File: config.mk
export PLATFORM = sky130hd
export DESIGN_NAME = sds_access
export DESIGN_NICKNAME = d
export VERILOG_FILES = /design/src/shared/sds_pkg.sv /design/src/verilog/sds_access.sv /design/src/verilog/sds_pattern_mem.sv
export SDC_FILE = /design/constraint.sdc
export NUM_CORES = 1
export LEC_CHECK = 0
export BUFFER_PORTS_ARGS = -buffer_cell sky130_fd_sc_hd__buf_4
export CORE_ASPECT_RATIO = 1.2
export CORE_UTILIZATION = 40
export CTS_CLUSTER_SIZE = 12
export DETAILED_ROUTE_END_ITERATION = 16
export HOLD_SLACK_MARGIN = 0.08
export RECOVER_POWER = 25
export SYNTH_ARGS = -nofsm -noshare
export SYNTH_HDL_FRONTEND = slang
export SYNTH_HIERARCHICAL = 1
export SYNTH_SLANG_ARGS = --single-unit
File: constraint.sdc
create_clock -name sys_clk -period 4.2 [get_ports sys_clk]
set_input_delay 0.42 -clock sys_clk [delete_from_list [all_inputs] [get_ports sys_clk]]
set_output_delay 0.42 -clock sys_clk [all_outputs]
set_load 0.02 [all_outputs]
File: src/shared/sds_pkg.sv
/*
 * constants for the special-data store access block: command codes,
 * mode field positions, page layout, default patterns, readout formats.
 * assumes a decoded command stream from the command/address front end.
 */
package sds_pkg;
	// decoded command codes from the command front end
	localparam logic [3:0] CMD_DES    = 4'h0;
	localparam logic [3:0] CMD_MRS    = 4'h1;
	localparam logic [3:0] CMD_RD     = 4'h2;
	localparam logic [3:0] CMD_RDA    = 4'h3;
	localparam logic [3:0] CMD_WR     = 4'h4;
	localparam logic [3:0] CMD_WRA    = 4'h5;
	localparam logic [3:0] CMD_REF    = 4'h6;
	localparam logic [3:0] CMD_RESET  = 4'h7;
	localparam logic [3:0] CMD_ACT    = 4'h8;
	localparam logic [3:0] CMD_PRE    = 4'h9;
	localparam logic [3:0] CMD_SRE    = 4'ha;
	localparam logic [3:0] CMD_PDE    = 4'hb;
	// mode register numbers carried on the bank address (bits 1:0) and bank group bit 0 (bit 2) of a set command
	localparam logic [2:0] MR_THREE   = 3'h3;
	localparam logic [2:0] MR_FIVE    = 3'h5;
	// field positions inside mode register three
	localparam int FLD_ENABLE   = 2;
	localparam int FLD_FMT_LO   = 11;
	localparam int FLD_PAGE_LO  = 0;
	// read inversion enable bit inside mode register five
	localparam int FLD_RDBI     = 12;
	// readout formats
	localparam logic [1:0] FMT_SERIAL    = 2'h0;
	localparam logic [1:0] FMT_PARALLEL  = 2'h1;
	localparam logic [1:0] FMT_STAGGERED = 2'h2;
	localparam logic [1:0] FMT_RESERVED  = 2'h3;
	// page numbers
	localparam logic [1:0] PAGE_PATTERN  = 2'h0;
	localparam logic [1:0] PAGE_ERRLOG   = 2'h1;
	localparam logic [1:0] PAGE_SETTING  = 2'h2;
	localparam logic [1:0] PAGE_VENDOR   = 2'h3;
	// page 0 defaults, locations 0 to 3
	localparam logic [7:0] PAT0_RST = 8'h55;
	localparam logic [7:0] PAT1_RST = 8'h33;
	localparam logic [7:0] PAT2_RST = 8'h0f;
	localparam logic [7:0] PAT3_RST = 8'h00;
	// refresh rate status codes in page 2 location 0 [4:3]
	localparam logic [1:0] RATE_SUB1X = 2'h0;
	localparam logic [1:0] RATE_1X    = 2'h1;
	localparam logic [1:0] RATE_2X    = 2'h2;
	localparam int RATE_LO = 3;
	// burst geometry
	localparam int BURST_UI8 = 8;
	localparam int BURST_UI4 = 4;
	// read latency counter width
	localparam int LAT_W = 6;
	// vendor page content, arbitrary value
	localparam logic [7:0] VENDOR_FILL = 8'h00;
	localparam logic [3:0] VENDOR_LOC3_LOW = 4'h0;
endpackage : sds_pkg

File: src/verilog/sds_access.sv
/*
 * special-data store access: mode entry through mode register three,
 * page and format selection, page 0 patterns, error log and setting
 * readout pages, and an eight- or chopped four-unit-interval read burst after latency.
 * assumes a decoded command stream, one command per sys_clk, on the
 * device clock; controller obeys the command limits of the mode.
 */
`timescale 1ns/100ps
// Behaviour
// - four pages of four byte locations
// - pages 1-3 read only serially
// - mode bit two enables store access
// - bits 12:11 pick readout format
// - bits 1:0 pick active page
// - auto precharge variants behave as plain
// - never invert read data here
// - bit seven leaves first, bit zero last (chop sends bits 7:4 or 3:0 here)
// - bank bits select location (parallel page 0 reads location 0 here); page 0 defaults
// - vendor page undefined except location 3 low
// - page 2 loc 0 reports refresh rate
// - fixed burst eight or chop four
// - page 0 keeps writes until reset
// - burst after additive plus CAS latency
module sds_access (
	// clock and reset
	input  wire logic        sys_clk,
	input  wire logic        reset,
	// decoded command bus
	input  wire logic        cmd_valid,
	input  wire logic [3:0]  cmd_code,
	input  wire logic [17:0] cmd_addr,
	input  wire logic [1:0]  cmd_bank,
	input  wire logic [1:0]  cmd_group,
	input  wire logic        cmd_chop,
	// latency and setting inputs from the mode logic
	input  wire logic [4:0]  add_latency,
	input  wire logic [4:0]  cas_latency,
	input  wire logic [1:0]  refresh_rate,
	input  wire logic [7:0]  setting_byte_1,
	input  wire logic [7:0]  setting_byte_2,
	input  wire logic [7:0]  setting_byte_3,
	input  wire logic [2:0]  setting_byte_0_rest,
	input  wire logic [2:0]  setting_byte_0_low,
	// error capture from the parity and crc checkers
	input  wire logic        err_cap,
	input  wire logic        err_par_bit,
	input  wire logic        err_act_n,
	input  wire logic        crc_err,
	input  wire logic        parity_err,
	input  wire logic [3:0]  parity_lat,
	// data out
	output logic [7:0]       dq_out_r,
	output logic             dq_oe_n_r,
	output logic             read_dbi_r,
	// mode status
	output logic             store_en_r,
	output logic [1:0]       fmt_r,
	output logic [1:0]       page_r
);
	import sds_pkg::*;

	typedef enum logic [2:0] {
		ST_IDLE  = 3'b001, // no read pending
		ST_WAIT  = 3'b010, // latency counting
		ST_BURST = 3'b100  // driving data
	} rd_state_e;

	rd_state_e        state_r;       // read sequencer state
	rd_state_e        state_nxt;     // next sequencer state
	logic [LAT_W-1:0] lat_cnt_r;     // latency countdown
	logic [3:0]       ui_cnt_r;      // unit interval counter
	logic [3:0]       ui_len_r;      // burst length in ui
	logic             chop_hi_r;     // chop upper half select
	logic [1:0]       rd_loc_r;      // location being read
	logic [1:0]       rd_page_r;     // page being read
	logic [7:0]       shift_r;       // outgoing location bits
	logic             rdbi_cfg_r;    // stored read inversion enable
	logic [7:0]       log0_r;        // error address low
	logic [7:0]       log1_r;        // error address high
	logic [7:0]       log2_r;        // error command and bank
	logic             crc_flag_r;    // sticky crc error
	logic             par_flag_r;    // sticky parity error
	logic [7:0]       pat_rd;        // pattern memory output

	// command decode
	wire is_mrs     = cmd_valid && (cmd_code == CMD_MRS);
	wire mrs_three  = is_mrs && (cmd_bank == MR_THREE[1:0]) && (cmd_group[0] == MR_THREE[2]);
	wire mrs_five   = is_mrs && (cmd_bank == MR_FIVE[1:0]) && (cmd_group[0] == MR_FIVE[2]);
	wire is_rd_any  = cmd_valid && ((cmd_code == CMD_RD) || (cmd_code == CMD_RDA));
	wire is_wr_any  = cmd_valid && ((cmd_code == CMD_WR) || (cmd_code == CMD_WRA));
	wire store_rd   = store_en_r && is_rd_any && (state_r == ST_IDLE);
	wire store_wr   = store_en_r && is_wr_any && (page_r == PAGE_PATTERN);
	wire [LAT_W-1:0] read_lat = LAT_W'(add_latency) + LAT_W'(cas_latency);
	// parallel uses location 0 only; other pages forced serial
	wire [1:0] cap_loc = (fmt_r == FMT_PARALLEL && page_r == PAGE_PATTERN) ? 2'h0 : cmd_bank;
	// steer the store address at the read edge so short latency sees fresh data
	wire [1:0] mem_loc = store_rd ? cap_loc : rd_loc_r;

	// vendor page: arbitrary fill, location 3 low nibble defined
	wire [7:0] vendor_byte = (rd_loc_r == 2'h3) ? {VENDOR_FILL[7:4], VENDOR_LOC3_LOW}
	                                             : VENDOR_FILL;
	// page 2 location 0 with refresh rate status in bits 4:3
	wire [7:0] setting0 = {setting_byte_0_rest, refresh_rate, setting_byte_0_low};
	wire [7:0] log3     = {crc_flag_r, par_flag_r, 2'h0, parity_lat};

	// page byte selection for the location being read
	wire [7:0] page1_byte = (rd_loc_r == 2'h0) ? log0_r :
	                        (rd_loc_r == 2'h1) ? log1_r :
	                        (rd_loc_r == 2'h2) ? log2_r : log3;
	wire [7:0] page2_byte = (rd_loc_r == 2'h0) ? setting0 :
	                        (rd_loc_r == 2'h1) ? setting_byte_1 :
	                        (rd_loc_r == 2'h2) ? setting_byte_2 : setting_byte_3;
	wire [7:0] sel_byte   = (rd_page_r == PAGE_PATTERN) ? pat_rd :
	                        (rd_page_r == PAGE_ERRLOG)  ? page1_byte :
	                        (rd_page_r == PAGE_SETTING) ? page2_byte : vendor_byte;

	// pattern store instance
	sds_pattern_mem u_mem (
		.sys_clk   (sys_clk),
		.reset     (reset),
		.wr_en     (store_wr),
		.wr_loc    (cmd_bank),
		.wr_data   (cmd_addr[7:0]),
		.rd_loc    (mem_loc),
		.rd_data_r (pat_rd)
	);

	// mode register three fields
	always_ff @(posedge sys_clk or posedge reset) begin
		if (reset) begin
			store_en_r <= 1'b0;
			fmt_r      <= FMT_SERIAL;
			page_r     <= PAGE_PATTERN;
		end else if (mrs_three) begin
			store_en_r <= cmd_addr[FLD_ENABLE];
			fmt_r      <= cmd_addr[FLD_FMT_LO +: 2];
			page_r     <= cmd_addr[FLD_PAGE_LO +: 2];
		end
	end

	// read inversion setting and its gated output
	always_ff @(posedge sys_clk or posedge reset) begin
		if (reset) begin
			rdbi_cfg_r <= 1'b0;
			read_dbi_r <= 1'b0;
		end else begin
			if (mrs_five) begin
				rdbi_cfg_r <= cmd_addr[FLD_RDBI];
			end
			read_dbi_r <= rdbi_cfg_r && !store_en_r;
		end
	end

	// error log capture of the last errored command
	always_ff @(posedge sys_clk or posedge reset) begin
		if (reset) begin
			log0_r <= 8'h00;
			log1_r <= 8'h00;
			log2_r <= 8'h00;
		end else if (err_cap) begin
			log0_r <= cmd_addr[7:0];
			log1_r <= cmd_addr[15:8];
			log2_r <= {err_par_bit, err_act_n, cmd_group, cmd_bank, cmd_addr[17:16]};
		end
	end

	// sticky error flags; a new error wins over the mode exit clear
	always_ff @(posedge sys_clk or posedge reset) begin
		if (reset) begin
			crc_flag_r <= 1'b0;
			par_flag_r <= 1'b0;
		end else begin
			crc_flag_r <= crc_err || (crc_flag_r && !(mrs_three && !cmd_addr[FLD_ENABLE]));
			par_flag_r <= parity_err || (par_flag_r && !(mrs_three && !cmd_addr[FLD_ENABLE]));
		end
	end

	// read sequencer next state
	always_comb begin
		state_nxt = state_r;
		case (state_r)
			ST_IDLE: begin
				if (store_rd) begin
					state_nxt = ST_WAIT;
				end
			end
			ST_WAIT: begin
				if (lat_cnt_r <= LAT_W'(1)) begin
					state_nxt = ST_BURST;
				end
			end
			ST_BURST: begin
				if (ui_cnt_r == ui_len_r - 4'h1) begin
					state_nxt = ST_IDLE;
				end
			end
			default: begin
				state_nxt = ST_IDLE;
			end
		endcase
	end

	// sequencer state register
	always_ff @(posedge sys_clk or posedge reset) begin
		if (reset) begin
			state_r <= ST_IDLE;
		end else begin
			state_r <= state_nxt;
		end
	end

	// read command capture and latency count
	always_ff @(posedge sys_clk or posedge reset) begin
		if (reset) begin
			lat_cnt_r <= '0;
			rd_loc_r  <= 2'h0;
			rd_page_r <= PAGE_PATTERN;
			ui_len_r  <= 4'(BURST_UI8);
			chop_hi_r <= 1'b0;
		end else if (store_rd) begin
			lat_cnt_r <= read_lat;
			rd_loc_r  <= cap_loc;
			rd_page_r <= page_r;
			ui_len_r  <= cmd_chop ? 4'(BURST_UI4) : 4'(BURST_UI8);
			chop_hi_r <= cmd_chop && cmd_addr[2];
		end else if (state_r == ST_WAIT) begin
			lat_cnt_r <= lat_cnt_r - LAT_W'(1);
		end
	end

	// burst shifter: bit 7 first, bit 3 for a chop upper half; parallel repeats the byte each ui
	always_ff @(posedge sys_clk or posedge reset) begin
		if (reset) begin
			ui_cnt_r  <= 4'h0;
			shift_r   <= 8'h00;
			dq_out_r  <= 8'h00;
			dq_oe_n_r <= 1'b1;
		end else if (state_nxt == ST_BURST && state_r == ST_WAIT) begin
			ui_cnt_r  <= 4'h0;
			shift_r   <= chop_hi_r ? {sel_byte[2:0], 5'h00} : {sel_byte[6:0], 1'b0};
			dq_oe_n_r <= 1'b0;
			if (fmt_r != FMT_SERIAL && rd_page_r == PAGE_PATTERN) begin
				dq_out_r <= sel_byte;
			end else begin
				dq_out_r <= {8{chop_hi_r ? sel_byte[3] : sel_byte[7]}};
			end
		end else if (state_r == ST_BURST && state_nxt == ST_BURST) begin
			ui_cnt_r <= ui_cnt_r + 4'h1;
			shift_r  <= {shift_r[6:0], 1'b0};
			if (fmt_r == FMT_SERIAL || rd_page_r != PAGE_PATTERN) begin
				dq_out_r <= {8{shift_r[7]}};
			end
		end else if (state_r == ST_BURST) begin
			dq_oe_n_r <= 1'b1;
			dq_out_r  <= 8'h00;
		end
	end

	// read inversion deasserted from the cycle after store access turns on
	property p_no_dbi;
		@(posedge sys_clk) disable iff (reset)
		store_en_r |=> !read_dbi_r;
	endproperty
	a_no_dbi: assert property (p_no_dbi) else $error("inversion in store mode");

	// write to a read-only page leaves every pattern location alone
	property p_ro_write;
		@(posedge sys_clk) disable iff (reset)
		(store_en_r && is_wr_any && page_r != PAGE_PATTERN)
		|=> ($stable(u_mem.mem_r[0]) && $stable(u_mem.mem_r[1])
		     && $stable(u_mem.mem_r[2]) && $stable(u_mem.mem_r[3]));
	endproperty
	a_ro_write: assert property (p_ro_write) else $error("write reached ro page");

	// mode three set takes enable bit next cycle
	property p_enable;
		@(posedge sys_clk) disable iff (reset)
		mrs_three |=> (store_en_r == $past(cmd_addr[FLD_ENABLE]));
	endproperty
	a_enable: assert property (p_enable) else $error("enable bit not taken");

	// format field follows bits 12:11
	property p_fmt;
		@(posedge sys_clk) disable iff (reset)
		mrs_three |=> (fmt_r == $past(cmd_addr[12:11]));
	endproperty
	a_fmt: assert property (p_fmt) else $error("format field wrong");

	// page field follows bits 1:0
	property p_page;
		@(posedge sys_clk) disable iff (reset)
		mrs_three |=> (page_r == $past(cmd_addr[1:0]));
	endproperty
	a_page: assert property (p_page) else $error("page field wrong");

	// auto precharge read starts a burst just like a plain read
	property p_rda;
		@(posedge sys_clk) disable iff (reset)
		(store_en_r && state_r == ST_IDLE && cmd_valid && cmd_code == CMD_RDA)
		|=> (state_r == ST_WAIT);
	endproperty
	a_rda: assert property (p_rda) else $error("rda not treated as rd");

	// drive window is eight ui once started for an unchopped burst
	property p_burst_len;
		@(posedge sys_clk) disable iff (reset)
		($fell(dq_oe_n_r) && ui_len_r == 4'(BURST_UI8)) |-> !dq_oe_n_r [*8] ##1 dq_oe_n_r;
	endproperty
	a_burst_len: assert property (p_burst_len) else $error("burst eight length");

	// chopped burst drives for exactly four ui
	property p_chop_len;
		@(posedge sys_clk) disable iff (reset)
		($fell(dq_oe_n_r) && ui_len_r == 4'(BURST_UI4)) |-> !dq_oe_n_r [*4] ##1 dq_oe_n_r;
	endproperty
	a_chop_len: assert property (p_chop_len) else $error("burst chop length");

	// serial readout puts the same bit on every lane
	property p_lanes_equal;
		@(posedge sys_clk) disable iff (reset)
		(!dq_oe_n_r && (fmt_r == FMT_SERIAL || rd_page_r != PAGE_PATTERN))
		|-> (dq_out_r == {8{dq_out_r[0]}});
	endproperty
	a_lanes_equal: assert property (p_lanes_equal) else $error("serial lanes differ");

	// no drive without a read having started
	property p_read_start;
		@(posedge sys_clk) disable iff (reset)
		$fell(dq_oe_n_r) |-> $past(state_r == ST_WAIT);
	endproperty
	a_read_start: assert property (p_read_start) else $error("drive without read");

	// a crc error always shows in the status flag
	property p_crc_flag;
		@(posedge sys_clk) disable iff (reset)
		crc_err |=> crc_flag_r;
	endproperty
	a_crc_flag: assert property (p_crc_flag) else $error("crc flag lost");
endmodule : sds_access

File: src/verilog/sds_pattern_mem.sv
/*
 * four-byte pattern store of page 0 with registered read data.
 * assumes writes and reads come from the access block on the same clock.
 */
`timescale 1ns/100ps
module sds_pattern_mem (
	// clock and reset
	input  wire logic       sys_clk,
	input  wire logic       reset,
	// write port
	input  wire logic       wr_en,
	input  wire logic [1:0] wr_loc,
	input  wire logic [7:0] wr_data,
	// read port
	input  wire logic [1:0] rd_loc,
	output logic      [7:0] rd_data_r
);
	import sds_pkg::*;

	logic [7:0] mem_r [4]; // pattern locations

	// hold values until reset reloads the defaults
	always_ff @(posedge sys_clk or posedge reset) begin
		if (reset) begin
			mem_r[0] <= PAT0_RST;
			mem_r[1] <= PAT1_RST;
			mem_r[2] <= PAT2_RST;
			mem_r[3] <= PAT3_RST;
		end else if (wr_en) begin
			mem_r[wr_loc] <= wr_data;
		end
	end

	// registered read data
	always_ff @(posedge sys_clk or posedge reset) begin
		if (reset) begin
			rd_data_r <= 8'h00;
		end else begin
			rd_data_r <= mem_r[rd_loc];
		end
	end
endmodule : sds_pattern_mem

==> results.sh <==
export IMPL_grt_remaining_overflow=0
export IMPL_gp_congestion=0.909
export IMPL_drt_vias_per_instance=5.44
export IMPL_h_tree_depth=3
export IMPL_combinationalPowerShare=0.129
export IMPL_highest_layer="met4"
export IMPL_wl_per_cell_um=18.8
export IMPL_power_mw=2.28
export IMPL_rrSetupSlack_ns=1.57
export IMPL_diodes=0
export IMPL_holdWs_ns=0.233
export IMPL_wl_met3_um=460
export IMPL_seq_area_um2=2750
export IMPL_postRouteWirelength_um=13300
export IMPL_r2r_end="dq_out_r[7]"
export IMPL_clock_skew_ns=0.00569
export IMPL_critPathCaptureType="register"
export IMPL_die_h_um=131
export IMPL_synth_async_reset_ratio=1.00
export IMPL_crit_chain="mux4_2 -> a22oi_1 -> nand2_1 -> a32oi_1 -> a311oi_1"
export IMPL_antenna_found_initial=0
export IMPL_cp_arrival_ns=2.83
export IMPL_layout_nets=622
export IMPL_fmax_ghz=0.381
export IMPL_cts_hold_buffers_added=0
export IMPL_min_period_ns=2.63
export IMPL_cts_tree="built"
export IMPL_reg2reg_depth=5
export IMPL_critPathSlowestCell="dfrtp_1"
export IMPL_vias=3836
export IMPL_hold_depth=2
export IMPL_min_from="cmd_chop"
export IMPL_post_cts_resized=0
export IMPL_hold_viol=0
export IMPL_layout_drive_gt1_share=0.441
export IMPL_p_sw_frac=0.263
export IMPL_outcome="complete, but fails checks"
export IMPL_ios=96
export IMPL_final_cell_mix="buf_4, dfrtp_1, mux2_2"
export IMPL_clock_root_buffer="clkbuf_16"
export IMPL_cp_required_ns=4.41
export IMPL_post_route_util=0.499
export IMPL_rr_startpoint="rd_loc_r[0]"
export IMPL_power_density_nw_per_um2=342
export IMPL_core_area_um2=13400
export IMPL_multi_input_area_um2=2610
export IMPL_syn_nets=527
export IMPL_port_buffers=95
export IMPL_syn_avg_cell_area_um2=12.6
export IMPL_synth_main_ff_cell="dfrtp_1"
export IMPL_min_to="ui_len_r[3]"
export IMPL_grt_pass1_wl_um=21100
export IMPL_p_clk_frac=0.366
export IMPL_drcViolationCount=0
export IMPL_yosysSeqAreaShare=0.498
export IMPL_cpPeakStageDelay_ns=0.97
export IMPL_area_delta_synth_final_pct=20.7
export IMPL_clk_pin_slew_worst_paths_ns=0.07
export IMPL_synth_edf_count=0
export IMPL_netlist_area_um2=5520
export IMPL_ys_ff_latch=109
export IMPL_cts_sinks=109
export IMPL_nFillCells=1229
export IMPL_hp_class="input pin to register"
export IMPL_rsz0062_at_grt="no"
export IMPL_cts_setup_buffers=0
export IMPL_internal_power_mw=1.68
export IMPL_wl_met2_um=6630
export IMPL_setup_violations_final=0
export IMPL_final_common_cell="buf_4"
export IMPL_final_period_utilization=0.626
export IMPL_cts_buffer_depth=2
export IMPL_path_delay_family="flip-flops"
export IMPL_postSynthCellCount=437
export IMPL_drt_pass1_iterations=4
export IMPL_start_kind="register"
export IMPL_cp_buffers_inverters=0
export IMPL_postRouteAntennaNets=0
export IMPL_hpwl_um=10100
export IMPL_p_leak_nw=2.95
export IMPL_drt_met1_wl_um=5820
export IMPL_yosysUniqueCellTypes=61
export IMPL_start_util=0.413
export IMPL_maxCapViolCount=2
export IMPL_peakVddDrop_v=0.000225
export IMPL_drv_slew=84
export IMPL_crit_type="register to register"
export IMPL_seqPwrFrac=0.505
export IMPL_relSlewSlack=-0.405
export IMPL_grtUsageTotal=0.201
export IMPL_drt_iter0_drc=171
export IMPL_grt_max_degree=43
export IMPL_worst_path_max_fanout=20
export IMPL_violations="max-capacitance violations, max-slew violations"
export IMPL_tightest_slew_ns=2.11
export IMPL_power_switching_mw=0.601
export IMPL_grt_pass1_vias=3954
export IMPL_fp_dieArea_um2=14300
export IMPL_die_width_um=109
export IMPL_ys_warn_count=6
export IMPL_rows=46
export IMPL_clock_latency_ns=0.36
export IMPL_fin_setup_tns_ns=0
export IMPL_cts_made_buffers=9
## layout make-up
type,instances,area share
sequential,109,0.412
inverter,14,0.00789
tap,168,0.0316
clock inverter,7,0.00958
timing repair buffer,102,0.113
clock buffer,9,0.0338
multi-input combinational,296,0.391
## how the worst max path moves through the flow
stage | slack, ns | end | cells after the start | startpoint
final | 1.57 | dq_out_r[7] | 5 | rd_loc_r[0]
after global routing | 1.40 | dq_out_r[7] | 5 | rd_loc_r[0]
after CTS | 1.56 | dq_out_r[7] | 5 | rd_loc_r[0]
after detailed placement | 1.55 | u_mem/mem_r[25] | 5 | cmd_code[3]
after global placement | 1.67 | dq_out_r[3] | 5 | rd_loc_r[0]
after floorplan | 2.03 | u_mem/mem_r[25] | 4 | store_en_r
## cells in the mapped netlist, types with 3 or more instances
| cell | n | area share |
|---|---|---|
| dfstp_2 | 15 | 0.071 |
| o21ai_0 | 16 | 0.015 |
| clkbuf_1 | 8 | 0.0054 |
| nor3_1 | 5 | 0.0045 |
| a21o_1 | 4 | 0.0054 |
| a31oi_1 | 3 | 0.0034 |
| nand3_1 | 5 | 0.0045 |
| mux4_2 | 15 | 0.061 |
| buf_6 | 3 | 0.0061 |
| o22ai_1 | 9 | 0.010 |
| nand3b_1 | 5 | 0.0068 |
| a21oi_1 | 8 | 0.0073 |
| a311oi_1 | 4 | 0.0064 |
| nor2_1 | 23 | 0.016 |
| a32oi_1 | 3 | 0.0048 |
| buf_2 | 5 | 0.0045 |
| or2_2 | 4 | 0.0045 |
| inv_1 | 14 | 0.0095 |
| nand2b_1 | 3 | 0.0034 |
| a221oi_1 | 3 | 0.0048 |
| nand2_1 | 29 | 0.020 |
| dfrtp_1 | 94 | 0.43 |
| ha_1 | 8 | 0.018 |
| xnor2_1 | 8 | 0.013 |
| mux2i_1 | 17 | 0.031 |
| xor2_1 | 4 | 0.0064 |
| a22oi_1 | 4 | 0.0054 |
| nor2b_1 | 7 | 0.0079 |
| o211ai_1 | 3 | 0.0041 |
| mux2_2 | 71 | 0.14 |
## flip-flops by register name (all words and copies together) (netlist names), 4 cells and up
name / flops
dq_out_r: 8
lat_cnt_r: 6
log0_r: 8
log1_r: 8
log2_r: 8
shift_r: 7
u_mem/mem_r: 32
u_mem/rd_data_r: 8
ui_cnt_r: 4
## worst reg2reg max path, cell delays in order (launching register included)
cell and delay [ns]:
dfrtp_1 0.97, mux4_2 0.60, a22oi_1 0.16, nand2_1 0.12
a32oi_1 0.45, a311oi_1 0.17
## per-layer routing
metal,GRT usage,vias up
li1,-,1813
met5,0,-
met3,0.0402,25
met4,0.0925,0
met1,0.264,1909
met2,0.322,89
## metrics by stage
step	cell area (um2)	worst slack (ns)	instances
finish	6660	1.57	705
global route	6660	1.40	705
detailed placement	6380	1.55	689
CTS	6670	1.56	705
global placement	6380	1.67	689
floorplan	5520	2.03	437
## power by group through the flow
| stage | Clock (mW) | Combinational (mW) | Sequential [mW] |
|---|---|---|---|
| global placement | 0 | 0.293 | 1.17 |
| detailed placement | 0 | 0.298 | 1.17 |
| global route | 0.906 | 0.322 | 1.16 |
| finish | 0.833 | 0.294 | 1.15 |
| floorplan | 0 | 0.182 | 1.15 |
| CTS | 0.859 | 0.299 | 1.15 |
## logic make-up (layout without fill, tap and decap cells)
logic type,Yosys count,after routing,share of synthesized area
xor gates and xnor gates,12,12,0.0191
adders and majority gates,9,9,0.0218
AOI/OAI and AO/OA,72,72,0.0944
muxes,103,103,0.237
buffers and inverters,32,132,0.0295
and+or+nand+nor,100,100,0.100
DFF,109,109,0.498
(Power assumes the default switching activity.)
